$ cat src/design/eag_defines.svh
// Register offsets, field positions and reset values of the address generator
`ifndef EAG_DEFINES_SVH
`define EAG_DEFINES_SVH

`define EAG_OFF_CTRL    8'h00
`define EAG_OFF_PADDR   8'h04
`define EAG_OFF_IDX1    8'h08
`define EAG_OFF_IDX2    8'h0C
`define EAG_OFF_IDX3    8'h10
`define EAG_OFF_STATUS  8'h14
`define EAG_OFF_INSTR0  8'h18
`define EAG_OFF_INSTR1  8'h1C
`define EAG_OFF_INSTR2  8'h20
`define EAG_OFF_RWORD   8'h24
`define EAG_OFF_RCHAR   8'h28
`define EAG_OFF_RFIELDC 8'h2C
`define EAG_OFF_ROPER   8'h30
`define EAG_OFF_RFIELDS 8'h34

`define EAG_CTRL_START  0
`define EAG_CTRL_FMT    3:1
`define EAG_CTRL_EXEC   4
`define EAG_CTRL_FIXIDX 6:5
`define EAG_CTRL_EXT    9:7

`define EAG_FMT_RST     3'h0
`define EAG_FIXIDX_RST  2'h1
`define EAG_EXT_RST     3'h0
`define EAG_PADDR_RST   15'h0000
`define EAG_IDX_RST     17'h00000

`define EAG_OPCODE      23:18
`define EAG_BSN_OP_LO   6'h34
`define EAG_BSN_OP_HI   6'h37
`define EAG_AMODE       17
`define EAG_BDESIG      16:15
`define EAG_WADDR       14:0
`define EAG_CADDR       16:0
`define EAG_CWORD       16:2
`define EAG_CPOS        1:0
`define EAG_BFLAG       18:17
`define EAG_REGNUM      5:0
`define EAG_PAGEIDX     6:0
`define EAG_SCHAR       11:6

`endif

$ cat src/design/eag_pkg.sv
// Types shared by the address generator modules
package eag_pkg;

	typedef enum logic [3:0] {
		S_IDLE  = 4'h1,
		S_FETCH = 4'h2,
		S_INDIR = 4'h4,
		S_CALC  = 4'h8
	} state_t;

	typedef enum logic [2:0] {
		FMT_WORD     = 3'h0,
		FMT_CHAR     = 3'h1,
		FMT_CHAR_IDX = 3'h2,
		FMT_IMM_WORD = 3'h3,
		FMT_IMM_CHAR = 3'h4
	} fmt_t;

	typedef logic [23:0] iword_t;

endpackage

$ cat src/design/addr_conv_if.sv
// Word/character address conversion signals between generator and converter
`timescale 1ns/10ps
interface addr_conv_if;
	logic [14:0] w2c_word;
	logic [1:0]  w2c_pos;
	logic [16:0] w2c_char;
	logic [16:0] c2w_char;
	logic [14:0] c2w_word;
	logic [1:0]  c2w_pos;

	modport conv (
		input  w2c_word,
		input  w2c_pos,
		input  c2w_char,
		output w2c_char,
		output c2w_word,
		output c2w_pos
	);
	modport user (
		output w2c_word,
		output w2c_pos,
		output c2w_char,
		input  w2c_char,
		input  c2w_word,
		input  c2w_pos
	);
endinterface

$ cat src/design/effective_address_generation.sv
// Instruction fetch and effective address generation with a Wishbone register port
// Functional notes
// - Word address is low fifteen instruction bits
// - Indexing adds selected index register to address
// - Indirect replaces low eighteen bits from storage
// - Character address is instruction bits 00-16
// - Character address splits into word and position
// - Executive mode appends three extra character address bits
// - No indirect for character instructions; limited indexing
// - Character indexing uses fixed predetermined index register
// - Business opcodes 64-67 fetch three consecutive words
// - Business word addressing uses bits 02-16
// - Non-business character address adds designated index
// - Field C address adds index chosen by flag
// - Word to character: shift two, add position
// - Character to word: quotient and remainder by four
// - Register number field selects file entry 00-77
// - Seven-bit field addresses page index file
// - Immediate word format: low fifteen bits operand
// - Immediate character format: low seventeen bits operand
// - Search instructions carry six-bit comparison character
// - Fetch performs one to three instruction reads
// - Bit 17 selects direct or indirect addressing
// - Bits 15-16 select index register for words
// - Indirect repeats until fetched bit 17 is zero
//
// Decided for this implementation: register access over Wishbone and the address map.
`timescale 1ns/10ps
`include "eag_defines.svh"
module effective_address_generation
	import eag_pkg::*;
(
	// Clock and reset
	input  wire logic        clk_i,
	input  wire logic        rst_i,
	// Wishbone register port
	input  wire logic        wb_cyc_i,
	input  wire logic        wb_stb_i,
	input  wire logic        wb_we_i,
	input  wire logic [7:0]  wb_adr_i,
	input  wire logic [3:0]  wb_sel_i,
	input  wire logic [31:0] wb_dat_i,
	output logic      [31:0] wb_dat_o,
	output logic             wb_ack_o,
	// Storage read port
	output logic             mem_stb_o,
	output logic      [14:0] mem_adr_o,
	input  wire logic [23:0] mem_dat_i,
	input  wire logic        mem_ack_i,
	// Status
	output logic             busy_o
);

	state_t      st_q;
	logic [2:0]  fmt_q;
	logic        exec_q;
	logic [1:0]  fixidx_q;
	logic [2:0]  ext_q;
	logic [14:0] paddr_q;
	logic [16:0] idx_q [1:3];
	iword_t      iw_q [0:2];
	logic [1:0]  cnt_q;
	logic        bsn_q;
	logic [7:0]  lvl_q;
	logic        done_q;
	logic [14:0] rword_q;
	logic [1:0]  rpos_q;
	logic [19:0] rchar_q;
	logic [19:0] rfc_q;
	logic [16:0] roper_q;
	logic        ack_q;
	logic [31:0] dat_q;
	logic        mem_stb_q;
	logic [14:0] mem_adr_q;
	logic        busy_q;

	addr_conv_if cv ();

	function automatic logic [31:0] merge(input logic [31:0] old, input logic [31:0] mask,
		input logic [31:0] data);
		merge = (old & ~mask) | (data & mask);
	endfunction

	function automatic logic [16:0] idx_val(input logic [1:0] sel, input logic [16:0] b1,
		input logic [16:0] b2, input logic [16:0] b3);
		// Designator zero means no index register
		idx_val = (sel == 2'h1) ? b1 : (sel == 2'h2) ? b2 : (sel == 2'h3) ? b3 : 17'h00000;
	endfunction

	// Bus decode
	wire        bus_req   = wb_cyc_i & wb_stb_i & ~ack_q;
	wire        bus_wr    = bus_req & wb_we_i;
	wire [31:0] wmask     = {{8{wb_sel_i[3]}}, {8{wb_sel_i[2]}}, {8{wb_sel_i[1]}}, {8{wb_sel_i[0]}}};
	wire        sel_ctrl  = wb_adr_i == `EAG_OFF_CTRL;
	wire        sel_paddr = wb_adr_i == `EAG_OFF_PADDR;
	wire        sel_idx1  = wb_adr_i == `EAG_OFF_IDX1;
	wire        sel_idx2  = wb_adr_i == `EAG_OFF_IDX2;
	wire        sel_idx3  = wb_adr_i == `EAG_OFF_IDX3;
	wire        idle      = st_q == S_IDLE;
	// Setup registers are frozen while a decode runs so it sees one consistent context
	wire        wr_ok     = bus_wr & idle;

	wire [31:0] ctrl_rd   = {22'h000000, ext_q, fixidx_q, exec_q, fmt_q, 1'b0};
	wire [31:0] ctrl_new  = merge(ctrl_rd, wmask, wb_dat_i);
	wire [31:0] paddr_new = merge({17'h00000, paddr_q}, wmask, wb_dat_i);
	wire [31:0] idx1_new  = merge({15'h0000, idx_q[1]}, wmask, wb_dat_i);
	wire [31:0] idx2_new  = merge({15'h0000, idx_q[2]}, wmask, wb_dat_i);
	wire [31:0] idx3_new  = merge({15'h0000, idx_q[3]}, wmask, wb_dat_i);
	wire        start     = wr_ok & sel_ctrl & ctrl_new[`EAG_CTRL_START];

	// Instruction field views
	wire [5:0]  regnum    = iw_q[0][`EAG_REGNUM];
	wire [6:0]  pageidx   = iw_q[0][`EAG_PAGEIDX];
	wire [5:0]  schar     = iw_q[0][`EAG_SCHAR];

	wire [31:0] rd_data =
		sel_ctrl  ? ctrl_rd :
		sel_paddr ? {17'h00000, paddr_q} :
		sel_idx1  ? {15'h0000, idx_q[1]} :
		sel_idx2  ? {15'h0000, idx_q[2]} :
		sel_idx3  ? {15'h0000, idx_q[3]} :
		(wb_adr_i == `EAG_OFF_STATUS)  ? {19'h00000, lvl_q, cnt_q, bsn_q, done_q, ~idle} :
		(wb_adr_i == `EAG_OFF_INSTR0)  ? {8'h00, iw_q[0]} :
		(wb_adr_i == `EAG_OFF_INSTR1)  ? {8'h00, iw_q[1]} :
		(wb_adr_i == `EAG_OFF_INSTR2)  ? {8'h00, iw_q[2]} :
		(wb_adr_i == `EAG_OFF_RWORD)   ? {15'h0000, rpos_q, rword_q} :
		(wb_adr_i == `EAG_OFF_RCHAR)   ? {12'h000, rchar_q} :
		(wb_adr_i == `EAG_OFF_RFIELDC) ? {12'h000, rfc_q} :
		(wb_adr_i == `EAG_OFF_ROPER)   ? {15'h0000, roper_q} :
		(wb_adr_i == `EAG_OFF_RFIELDS) ? {13'h0000, schar, pageidx, regnum} :
		32'h00000000;

	// Fetch decisions
	wire        op_bsn    = (mem_dat_i[`EAG_OPCODE] >= `EAG_BSN_OP_LO) &&
	                        (mem_dat_i[`EAG_OPCODE] <= `EAG_BSN_OP_HI);
	wire        is_bsn    = (cnt_q == 2'h0) ? op_bsn : bsn_q;
	wire        last_word = (cnt_q == 2'h2) | ~is_bsn;
	wire [23:0] word0     = (cnt_q == 2'h0) ? mem_dat_i : iw_q[0];
	// Only plain word-addressed instructions may go indirect
	wire        go_indir  = (fmt_q == FMT_WORD) & ~is_bsn & word0[`EAG_AMODE];

	// Address arithmetic
	wire        is_char   = (fmt_q == FMT_CHAR) | (fmt_q == FMT_CHAR_IDX);
	wire [2:0]  ext_app   = exec_q ? ext_q : 3'h0;
	wire [16:0] widx      = idx_val(iw_q[0][`EAG_BDESIG], idx_q[1], idx_q[2], idx_q[3]);
	wire [16:0] fixed_idx = idx_val(fixidx_q, idx_q[1], idx_q[2], idx_q[3]);
	wire [16:0] rflag_idx = idx_val(iw_q[1][`EAG_BFLAG], idx_q[1], idx_q[2], idx_q[3]);
	wire [16:0] sflag_idx = idx_val(iw_q[2][`EAG_BFLAG], idx_q[1], idx_q[2], idx_q[3]);
	wire [16:0] r_base    = bsn_q ? iw_q[1][`EAG_CADDR] : iw_q[0][`EAG_CADDR];
	wire [16:0] r_index   = bsn_q ? rflag_idx :
	                        (fmt_q == FMT_CHAR_IDX) ? fixed_idx : 17'h00000;
	wire [14:0] wsum;
	wire [16:0] rsum;
	wire [16:0] ssum;
	wire [14:0] word_eff  = bsn_q ? iw_q[1][`EAG_CWORD] : wsum;

	index_adder #(.W(15)) u_word_add (
		.base_i  (iw_q[0][`EAG_WADDR]),
		.index_i (widx[14:0]),
		.sum_o   (wsum)
	);

	index_adder #(.W(17)) u_char_add (
		.base_i  (r_base),
		.index_i (r_index),
		.sum_o   (rsum)
	);

	index_adder #(.W(17)) u_fieldc_add (
		.base_i  (iw_q[2][`EAG_CADDR]),
		.index_i (sflag_idx),
		.sum_o   (ssum)
	);

	assign cv.w2c_word = word_eff;
	assign cv.w2c_pos  = 2'b00;
	assign cv.c2w_char = rsum;

	addr_convert u_conv (
		.cv (cv)
	);

	// Register port
	always_ff @(posedge clk_i) begin
		if (rst_i) begin
			ack_q <= 1'b0;
			dat_q <= 32'h00000000;
		end else begin
			ack_q <= bus_req;
			if (bus_req) begin
				dat_q <= rd_data;
			end
		end
	end

	always_ff @(posedge clk_i) begin
		if (rst_i) begin
			fmt_q    <= `EAG_FMT_RST;
			exec_q   <= 1'b0;
			fixidx_q <= `EAG_FIXIDX_RST;
			ext_q    <= `EAG_EXT_RST;
			paddr_q  <= `EAG_PADDR_RST;
		end else if (wr_ok) begin
			if (sel_ctrl) begin
				fmt_q    <= ctrl_new[`EAG_CTRL_FMT];
				exec_q   <= ctrl_new[`EAG_CTRL_EXEC];
				fixidx_q <= ctrl_new[`EAG_CTRL_FIXIDX];
				ext_q    <= ctrl_new[`EAG_CTRL_EXT];
			end
			if (sel_paddr) begin
				paddr_q <= paddr_new[14:0];
			end
		end
	end

	always_ff @(posedge clk_i) begin
		if (rst_i) begin
			idx_q[1] <= `EAG_IDX_RST;
			idx_q[2] <= `EAG_IDX_RST;
			idx_q[3] <= `EAG_IDX_RST;
		end else if (wr_ok) begin
			if (sel_idx1) begin
				idx_q[1] <= idx1_new[16:0];
			end
			if (sel_idx2) begin
				idx_q[2] <= idx2_new[16:0];
			end
			if (sel_idx3) begin
				idx_q[3] <= idx3_new[16:0];
			end
		end
	end

	// Fetch and indirect sequencer
	always_ff @(posedge clk_i) begin
		if (rst_i) begin
			st_q      <= S_IDLE;
			mem_stb_q <= 1'b0;
			mem_adr_q <= 15'h0000;
			cnt_q     <= 2'h0;
			bsn_q     <= 1'b0;
			lvl_q     <= 8'h00;
			done_q    <= 1'b0;
			iw_q[0]   <= 24'h000000;
			iw_q[1]   <= 24'h000000;
			iw_q[2]   <= 24'h000000;
		end else begin
			unique case (st_q)
				S_IDLE: begin
					if (start) begin
						st_q      <= S_FETCH;
						mem_stb_q <= 1'b1;
						mem_adr_q <= paddr_q;
						cnt_q     <= 2'h0;
						bsn_q     <= 1'b0;
						lvl_q     <= 8'h00;
						done_q    <= 1'b0;
					end
				end
				S_FETCH: begin
					// Strobe drops for a cycle after each answer that another read follows
					if (!mem_stb_q) begin
						mem_stb_q <= 1'b1;
					end else if (mem_ack_i) begin
						mem_stb_q   <= 1'b0;
						iw_q[cnt_q] <= mem_dat_i;
						cnt_q       <= cnt_q + 2'h1;
						bsn_q       <= is_bsn;
						if (!last_word) begin
							mem_adr_q <= mem_adr_q + 15'h0001;
						end else if (go_indir) begin
							st_q      <= S_INDIR;
							mem_adr_q <= word0[`EAG_WADDR];
						end else begin
							st_q <= S_CALC;
						end
					end
				end
				S_INDIR: begin
					if (!mem_stb_q) begin
						mem_stb_q <= 1'b1;
					end else if (mem_ack_i) begin
						mem_stb_q      <= 1'b0;
						iw_q[0][17:0]  <= mem_dat_i[17:0];
						lvl_q          <= (lvl_q == 8'hFF) ? lvl_q : lvl_q + 8'h01;
						if (mem_dat_i[`EAG_AMODE]) begin
							mem_adr_q <= mem_dat_i[`EAG_WADDR];
						end else begin
							st_q <= S_CALC;
						end
					end
				end
				S_CALC: begin
					st_q   <= S_IDLE;
					done_q <= 1'b1;
				end
				default: begin
					st_q      <= S_IDLE;
					mem_stb_q <= 1'b0;
				end
			endcase
		end
	end

	// Result capture
	always_ff @(posedge clk_i) begin
		if (rst_i) begin
			rword_q <= 15'h0000;
			rpos_q  <= 2'h0;
			rchar_q <= 20'h00000;
			rfc_q   <= 20'h00000;
			roper_q <= 17'h00000;
			busy_q  <= 1'b0;
		end else begin
			busy_q <= ~idle | start;
			if (st_q == S_CALC) begin
				if (is_char) begin
					rword_q <= cv.c2w_word;
					rpos_q  <= cv.c2w_pos;
					rchar_q <= {ext_app, rsum};
				end else begin
					rword_q <= word_eff;
					rpos_q  <= 2'h0;
					rchar_q <= {3'h0, cv.w2c_char};
				end
				rfc_q   <= bsn_q ? {ext_app, ssum} : 20'h00000;
				roper_q <= (fmt_q == FMT_IMM_WORD) ? {2'b00, iw_q[0][`EAG_WADDR]} :
				           (fmt_q == FMT_IMM_CHAR) ? iw_q[0][`EAG_CADDR] :
				           17'h00000;
			end
		end
	end

	assign wb_ack_o  = ack_q;
	assign wb_dat_o  = dat_q;
	assign mem_stb_o = mem_stb_q;
	assign mem_adr_o = mem_adr_q;
	assign busy_o    = busy_q;

endmodule

$ cat src/design/index_adder.sv
// Index addition at the width of the address field being modified
`timescale 1ns/10ps
module index_adder #(
	parameter int W = 15
) (
	input  wire logic [W-1:0] base_i,
	input  wire logic [W-1:0] index_i,
	output logic      [W-1:0] sum_o
);
	// Carry out of the top bit is dropped, so addresses wrap
	assign sum_o = base_i + index_i;
endmodule

$ cat src/design/addr_convert.sv
// Conversion between word address plus position and character address
`timescale 1ns/10ps
module addr_convert (
	addr_conv_if.conv cv
);
	assign cv.w2c_char = {cv.w2c_word, 2'b00} + {15'h0000, cv.w2c_pos};
	assign cv.c2w_word = cv.c2w_char[16:2];
	assign cv.c2w_pos  = cv.c2w_char[1:0];
endmodule

$ cat config.mk
export PLATFORM = sky130hd
export DESIGN_NAME = effective_address_generation
export DESIGN_NICKNAME = d
export VERILOG_FILES = /design/src/design/eag_pkg.sv /design/src/design/addr_conv_if.sv /design/src/design/effective_address_generation.sv /design/src/design/index_adder.sv /design/src/design/addr_convert.sv
export VERILOG_INCLUDE_DIRS = /design/src /design/src/design
export SDC_FILE = /design/constraint.sdc
export NUM_CORES = 1
export LEC_CHECK = 0
export BUFFER_PORTS_ARGS = -buffer_cell sky130_fd_sc_hd__buf_4
export CORE_UTILIZATION = 43
export DETAILED_ROUTE_END_ITERATION = 8
export MAX_ROUTING_LAYER = met4
export PLACE_DENSITY_LB_ADDON = 0.12
export SYNTH_ARGS = -nofsm -noshare
export SYNTH_HDL_FRONTEND = slang
export SYNTH_HIERARCHICAL = 1
export SYNTH_SLANG_ARGS = --single-unit
$ cat constraint.sdc
create_clock -name clk_i -period 4.1 [get_ports clk_i]
set_input_delay 0.82 -clock clk_i [delete_from_list [all_inputs] [get_ports clk_i]]
set_output_delay 0.82 -clock clk_i [all_outputs]
set_load 0.05 [all_outputs]
---- Word level (Yosys, flattened, before mapping) ----
Memory sizes are Yosys's and may differ from the RTL's.
Index checks and enable logic that the tools add are counted.
Widths: inputs -> output; s select.
operators by class
  add/sub/neg operators ................... 6
  $lt $le $gt $ge ......................... 2
  equal/unequal tests ..................... 45
  mux-type cells .......................... 104
  bitwise gates (word level) .............. 31
  reduce and logical (&&, ||, !) cells .... 18
operator list
  cell                   number
  $mux 17                17
  $mux 24                10
  $mux 15                13
  $mux 20                5
  $and 17x17->17         4
  $or 17x17->17          3
  $eq 8x6->1 const B     6
  $pmux 15 s3            1
  $mux 19                2
  $mux 18                2
  $add 17x17->17         2
  $eq 8x5->1 const B     4
  $mux 4                 8
  $mux 8                 4
  $mux 1                 29
  $reduce_or 24->1       1
  $eq 2x2->1 const B     9
  $not 17->17            1
  $eq 8x4->1 const B     2
  $ne 2x2->1 const B     8
  $pmux 8 s2             1
  $add 15x1->15 const B  1
  $add 15x15->15         1
  $and 15x15->15         1
  other kinds (40)       71
storage, ports and cells
  register bits ........................... 164
  RAM bits ................................ 123
  input bits .............................. 74
  output and inout port bits .............. 50
  word-level logic and storage cells ...... 228
  memories ................................ 2
memory list
  memory  depth  width  read ports  clocked after Yosys merged registers in  wr ports  RTL line                            RTL
  iw_q    3      24     3           0                                        3         effective_address_generation.sv:61  iword_t iw_q [0:2];
  idx_q   3      17     3           0                                        3         effective_address_generation.sv:60  logic [16:0] idx_q [1:3];

---- Longest topological paths before layout ----
Gate-level depths: netlist of run 1.
  word-level depth ........................ 15
  mapped depth ............................ 18
  gate-level depth less buffers ........... 16

---- Hierarchy ----
The synthesis of run 1 kept the hierarchy.
modules (own cells, without submodules)
  module                         times used  cells each  area each (µm²)  seq. area each (µm²)
  effective_address_generation   1           1,952       16,971.3         6,816.5
  index_adder at u_char_add ...  2           106         827.0            0.0
  index_adder at u_word_add      1           98          747.0            0.0
  addr_convert                   1           34          255.2            0.0

---- Worst setup path before layout of run 1 ----
OpenSTA, ideal clock, no wires.
  path type ............................... register to register
  start ................................... memory iw_q[1][18] in the netlist's numbering
  end ..................................... register rword_q[13]
  library setup time ...................... 115 ps
  data arrival time ....................... 3,554 ps
  data required time ...................... 3,985 ps
  path slack .............................. 431 ps
  stages on the path, launching flop included .. 18
  buffers on the path ..................... 4
  cell sequence ........................... edfxtp_1 -> clkbuf_1 -> clkbuf_1 -> mux2_2 -> a22o_1 -> nand2_1 -> o21ai_0 -> ha_1 -> buf_6 -> and3_4 -> a221oi_2 -> o2bb2ai_2 -> or4_1 -> and4_1 -> buf_4 -> mux2i_1 -> o21ai_0 -> and2_1
RTL lines
  what                  RTL line                             RTL
  from (decl)           effective_address_generation.sv:61
  to (signal assigned)  effective_address_generation.sv:318  rword_q <= cv.c2w_word;
  to (signal assigned)  effective_address_generation.sv:322  rword_q <= word_eff;
  to (decl)             effective_address_generation.sv:66   logic [14:0] rword_q;

==> impl_metrics.json, run 1 <==
{
  "cp-endpoint": "rword_q[10]",
  "final_hold_viol_count": 0,
  "crit_fanout": 5,
  "worst_slack_ps": 101.8,
  "syn2layout_area_growth_pct": 12.37,
  "dp_worst_setup_slack_ps": 296.7,
  "static-leakage-power_nw": 8.417,
  "start_kind": "flip-flop",
  "hold_path_class": "flip-flop to flip-flop",
  "fmax_mhz": 250.1,
  "power_density_mw_per_mm2": 336.2,
  "critPathKind": "flip-flop to flip-flop",
  "path_cells": "mux2_2 -> a22o_1 -> nand2_1 -> o21ai_0 -> ha_1 -> fa_1 -> a211oi_1 -> o211ai_1 -> a21oi_1 -> o21bai_1 -> xor2_1 -> mux2i_1 -> o21ai_0 -> and2_1",
  "first_iter_violations": 2574,
  "crit_arrival_ps": 4500,
  "synth_area_mm2": 0.01963,
  "ys_async_sr_fraction_pct": 0,
  "die-area_mm2": 0.04650,
  "syn_area_per_cell_um2": 8.549,
  "ys_warn_count": 6,
  "crit_buf_inv": 0,
  "endpoint_kind": "flip-flop",
  "critPathMostFrequentCell": "o21ai_0",
  "post_route_cells_drive_above_1_share_pct": 15.42,
  "r2r-end": "rword_q[10]",
  "holdPathStages": 2,
  "cap_viol_max_count": 0,
  "postPlaceCellArea_mm2": 0.02089,
  "finalCriticalPeriod_ps": 3998,
  "design_area_mm2": 0.02205,
  "cts_buffers": 35,
  "h-tree-depth": 2,
  "critPathMaxStageDelay_ps": 600,
  "cp_slowest_cell": "edfxtp_1",
  "multi_input_comb_area_mm2": 0.01165,
  "register_area_mm2": 0.006818,
  "nets": 2449,
  "vias_per_cell": 6.535,
  "grt_pass1_wl_um": 126000,
  "rr_worst_depth": 14,
  "ys_seq_area_share_pct": 34.73,
  "drc": 0,
  "grt_start_max_net_pins": 90,
  "grtUsageTotal_pct": 38.21,
  "drv_slew": 0,
  "worst-path-stages": 14,
  "final_cells": 2944,
  "slew_headroom_pct": 16.37,
  "overflow": 0,
  "cts.sinks": 279,
  "synth_ff_type": "dfxtp_1",
  "numPortBuffers": 99,
  "wl_per_cell_um": 29.87,
  "rows": 77,
  "grt_pass1_vias": 17720,
  "clk_pin_slew_ps": 60,
  "rsz0062_at_grt": "false",
  "synth-seq-cells": 279,
  "core_mm2": 0.04461,
  "min_from": "rfc_q[16]",
  "synthCells": 2296,
  "timing.rr.start": "iw_q[1][18]",
  "totalWireLength_um": 87950,
  "cts_setup_buffers": 0,
  "ir_worst_vdd_v": 0.0002492,
  "timing.reg2reg.setup_slack_ps": 100,
  "fin_setup_tns_ps": 0,
  "crit_start": "iw_q[1][18]",
  "finalSetupViolCount": 0,
  "worstMarginPinSlew_ps": 1250,
  "place.gp.congestion": 1.048,
  "cts_tree": "done",
  "synth_cell_types": 98,
  "ctsRootBufferMaster": "clkbuf_16",
  "crit_family": "compound AO/OA/AOI/OAI gates",
  "antenna_found_initial": 4,
  "final_cell_mix": "nand2_1, buf_4, a21oi_1",
  "n_fill_cell": 4270,
  "die_h_um": 215.7,
  "die_x_um": 215.7,
  "crit_required_ps": 4600,
  "dp.cells": 2877,
  "dpl.hpwl_um": 65770,
  "cts_buffer_depth": 3,
  "post-route-period-util_pct": 97.52,
  "total_power_mw": 7.416,
  "skew_ps": 27.87,
  "ant_nets": 0,
  "first_pass_iters": 8,
  "ioPinCount": 124,
  "initial_utilization_pct": 44.00,
  "outcome": "completed",
  "clk_latency_ps": 560,
  "layout.cells.most_common": "nand2_1",
  "synth-edff-count": 123,
  "vias": 19240
}
[synthesized netlist by cell type (9+ instances only)]
master | number | area (um^2)
nand2_1 | 241 | 904.6
a21oi_1 | 181 | 905.9
dfxtp_1 | 156 | 3123
o21ai_0 | 149 | 745.7
clkbuf_1 | 141 | 529.3
nor2_1 | 132 | 495.5
edfxtp_1 | 123 | 3694
and2_1 | 90 | 563.0
mux2i_1 | 85 | 850.8
nand3_1 | 73 | 365.4
a22oi_1 | 67 | 503.0
nand2b_1 | 64 | 400.4
mux2_2 | 62 | 698.2
inv_1 | 55 | 206.5
ha_1 | 50 | 625.6
buf_4 | 43 | 322.8
a22o_1 | 40 | 350.3
nor3_1 | 38 | 190.2
o211ai_1 | 34 | 255.2
nand4_1 | 26 | 162.7
xor2_1 | 26 | 227.7
xnor2_1 | 24 | 210.2
a211oi_1 | 23 | 172.7
a311oi_1 | 23 | 201.4
a21o_1 | 20 | 150.1
nor2b_1 | 20 | 125.1
a2bb2oi_1 | 18 | 157.7
and3_1 | 15 | 93.84
nor4_1 | 15 | 93.84
buf_1 | 13 | 48.80
or3_1 | 13 | 81.33
nand3b_1 | 12 | 90.09
o22ai_1 | 12 | 75.07
a221oi_1 | 11 | 96.34
a31oi_1 | 10 | 62.56
a311oi_2 | 9 | 135.1
[logic make-up after synthesis]
logic type | count (synthesis) | synth area share, %
AO/OA/AOI/OAI | 699 | 24.24
XOR/XNOR | 50 | 2.231
adder cells (fa/ha/maj) | 53 | 3.493
buffers and inverters | 269 | 6.375
flip-flops | 279 | 34.73
multiplexers | 147 | 7.892
other | 1 | 0.01911
AND/OR/NAND/NOR | 798 | 21.02
[report_power, final]
| group | leakage, nW | switching, mW | internal (mW) |
|---|---|---|---|
| clock network | 0.553 | 1.28 | 1.90 |
| registers | 2.53 | 0.137 | 2.97 |
| logic | 5.34 | 0.752 | 0.376 |
[stage by stage]
stage	util (%)	hold WS (ps)
final	49.44	449.5
after global routing	49.44	469.6
after CTS	49.40	451.1
after detailed placement	46.82	444.0
after global placement	46.82	435.8
after floorplan	-	428.5
[cell type report]
cell class,count,area share [%]
Multi-Input combinational cell,1757,52.82
Inverter,56,0.9531
Timing Repair Buffer,193,6.700
Tap cell,592,3.358
Antenna cell,4,0.04538
Clock inverter,13,0.6467
Clock buffer,50,4.561
Sequential cell,279,30.91
[worst reg2reg max path, delay by kind of cell (launching register included)]
family | cells | cell delay (ps)
XOR/XNOR | 1 | 260
AO/OA/AOI/OAI | 7 | 1660
multiplexers | 2 | 500
flip-flops | 1 | 600
adder cells (fa/ha/maj) | 2 | 740
AND/OR/NAND/NOR | 2 | 180
[layer usage]
layer,global-route usage (%),share of wire [%]
met5,-,0
met2,53.65,42
met1,52.79,42
met4,17.92,5.3
met3,6.850,11
[flip-flops by register name, indices dropped and copies added (netlist names), 15 cells and up, named ones only]
| name | flops |
|---|---|
| rword_q | 15 |
| idx_q | 51 |
| mem_adr_o | 15 |
| rfc_q | 20 |
| rchar_q | 20 |
| roper_q | 17 |
| wb_dat_o | 24 |
| iw_q | 72 |
[how the worst min path moves through the flow]
stage | to | slack (ps)
3_5_place_dp | rfc_q[15] | 440
5_1_grt | rfc_q[15] | 470
4_1_cts | rchar_q[18] | 450
2_1_floorplan | rfc_q[0] | 430
6_report | rfc_q[16] | 450
3_3_place_gp | rfc_q[16] | 440
[timing repair]
action | in CTS | in global routing
endpoints found under the setup margin | 0 | 1
hold buffers | 0 | 0
gates resized for setup | 0 | 3
No activity file was read; power rests on OpenSTA's default activity.
==> run 2, diff against run 1 <==
Settings changed: REMOVE_ABC_BUFFERS set to 1.
==> run 2 against run 1 <==
Effect of this change:
- die area is the same
- non-clock buffer count is 39 higher
- final area is 1.7% higher
- hold slack gained 3.1 ps
- clock skew grew 5.1 ps
- global-route usage down 1.0 points
- clock power is 4% higher
- power up 1.6%
- core utilization increased by 0.82 points
- sequential share of layout area shrank 0.50 points
- maximum frequency is 3.9% higher
- largest power group unchanged
- highest routed layer unchanged
==> impl_metrics.json, run 2 (synthesis gave the netlist of run 1 again) <==
{
  "ir_worst_vdd_v": 0.0003059,
  "grt_pass1_vias": 17880,
  "fmax_mhz": 259.9,
  "crit_start": "iw_q[1][18]",
  "skew_ps": 32.93,
  "post_route_cells_drive_above_1_share_pct": 16.93,
  "critPathMaxStageDelay_ps": 550,
  "finalCriticalPeriod_ps": 3848,
  "crit_buf_inv": 2,
  "n_antenna_cell": 0,
  "total_power_mw": 7.535,
  "worst-path-stages": 15,
  "dpl.hpwl_um": 64290,
  "die_h_um": 215.7,
  "numPortBuffers": 99,
  "r2r-end": "rword_q[13]",
  "start_kind": "flip-flop",
  "crit_required_ps": 4530,
  "die_x_um": 215.7,
  "timing.reg2reg.setup_slack_ps": 250,
  "worst_slack_ps": 252.2,
  "ant_nets": 0,
  "cts_setup_buffers": 0,
  "clk_pin_slew_ps": 60,
  "top_register": "iw_q",
  "cts_buffer_depth": 3,
  "cp_slowest_cell": "a211oi_1",
  "vias_per_cell": 6.411,
  "wl_per_cell_um": 28.73,
  "grtUsageTotal_pct": 37.20,
  "largest_reg_flops": 72,
  "drv_slew": 0,
  "crit_arrival_ps": 4280,
  "first_iter_violations": 1992,
  "cts.sinks": 279,
  "nets": 2488,
  "ctsRootBufferMaster": "clkbuf_16",
  "register_area_mm2": 0.006818,
  "core_mm2": 0.04461,
  "finalSetupViolCount": 0,
  "rsz0062_at_grt": "false",
  "ioPinCount": 124,
  "rows": 77,
  "antenna_found_initial": 2,
  "path_cells": "buf_4 -> mux2_2 -> a22o_1 -> nand2_1 -> o21ai_0 -> buf_4 -> ha_1 -> and2_1 -> nand4_1 -> a211oi_1 -> o2111ai_1 -> and4_1 -> mux2i_1 -> o21ai_0 -> and2_1",
  "cp-endpoint": "rword_q[13]",
  "h-tree-depth": 2,
  "grt_start_max_net_pins": 68,
  "cts_buffers": 35,
  "critPathKind": "flip-flop to flip-flop",
  "vias": 19090,
  "totalWireLength_um": 85570,
  "multi_input_comb_area_mm2": 0.01167,
  "final_hold_viol_count": 0,
  "power_density_mw_per_mm2": 336.1,
  "rr_worst_depth": 15,
  "holdWs_ps": 452.6,
  "n_fill_cell": 4291,
  "overflow": 0,
  "endpoint_kind": "flip-flop",
  "dp_worst_setup_slack_ps": 364.3,
  "drc": 0,
  "layout.cells.most_common": "nand2_1",
  "hold_path_class": "flip-flop to flip-flop",
  "crit_fanout": 16,
  "cap_viol_max_count": 0,
  "post-route-period-util_pct": 93.85,
  "outcome": "completed",
  "static-leakage-power_nw": 8.664,
  "die-area_mm2": 0.04650,
  "slew_headroom_pct": 34.77,
  "first_pass_iters": 6,
  "syn2layout_area_growth_pct": 14.22,
  "cts_tree": "done",
  "place.gp.congestion": 1.013,
  "timing.rr.start": "iw_q[1][18]",
  "grt_pass1_wl_um": 123400,
  "crit_family": "compound AO/OA/AOI/OAI gates",
  "final_cell_mix": "nand2_1, buf_4, a21oi_1",
  "initial_utilization_pct": 44.00,
  "clk_latency_ps": 560,
  "fin_setup_tns_ps": 0,
  "worstMarginPinSlew_ps": 974.9
}
[run 2: changes by cell type in the layout (fill, tap and decap cells not counted), sizes merged]
| cell | change |
|---|---|
| buf | +39 |
| clkinv | -6 |
| diode | -4 |
| bufinv | +2 |
| clkbuf | +1 |
| clkinvlp | +1 |
| inv | +1 |
[run 2: area by class of cell]
type	instances	area share (%)
timing repair buffer	232	8.048
inverter	56	0.9376
multi-input combinational	1757	52.04
tap	592	3.304
sequential	279	30.41
clock buffer	51	4.403
clock inverter	11	0.8539
[run 2: worst min path at each step]
stage / startpoint / endpoint / cells past startpoint
2_1_floorplan: rfc_q[0] / rfc_q[0] / 2
5_1_grt: rchar_q[19] / rchar_q[19] / 2
3_3_place_gp: rfc_q[0] / rfc_q[0] / 2
3_5_place_dp: rfc_q[0] / rfc_q[0] / 2
4_1_cts: rchar_q[19] / rchar_q[19] / 2
6_report: rfc_q[0] / rfc_q[0] / 2
[run 2: repair_timing]
item	CTS	global route
resized for setup	0	1
hold buffers	0	0
setup endpoints to repair	0	1
[run 2: report_power, final]
group	total, mW	switching (mW)	internal, mW
logic	1.14	0.751	0.389
clock network	3.30	1.31	1.99
registers	3.10	0.121	2.97
total	7.54	2.18	5.35
[run 2: through the flow]
stage | utilization [%] | cell area (um^2) | cells
after floorplan | - | 18620 | 2092
after detailed placement | 47.61 | 21240 | 2916
after global routing | 50.26 | 22420 | 2978
after global placement | 47.61 | 21240 | 2916
final | 50.26 | 22420 | 2978
after CTS | 50.25 | 22410 | 2978
[run 2: tightest hold or removal path, stage by stage, from the launching register on]
cell,delay (ps)
dfxtp_1,310
nand2_1,50
a21oi_1,50
[run 2: routing by layer]
layer	vias to the layer above	share of wire, %	global-route usage [%]
li1	8592	-	-
met1	9291	43	50.40
met2	1024	43	53.64
met3	184	10	8.245
met4	0	4.0	14.35
met5	-	0	-
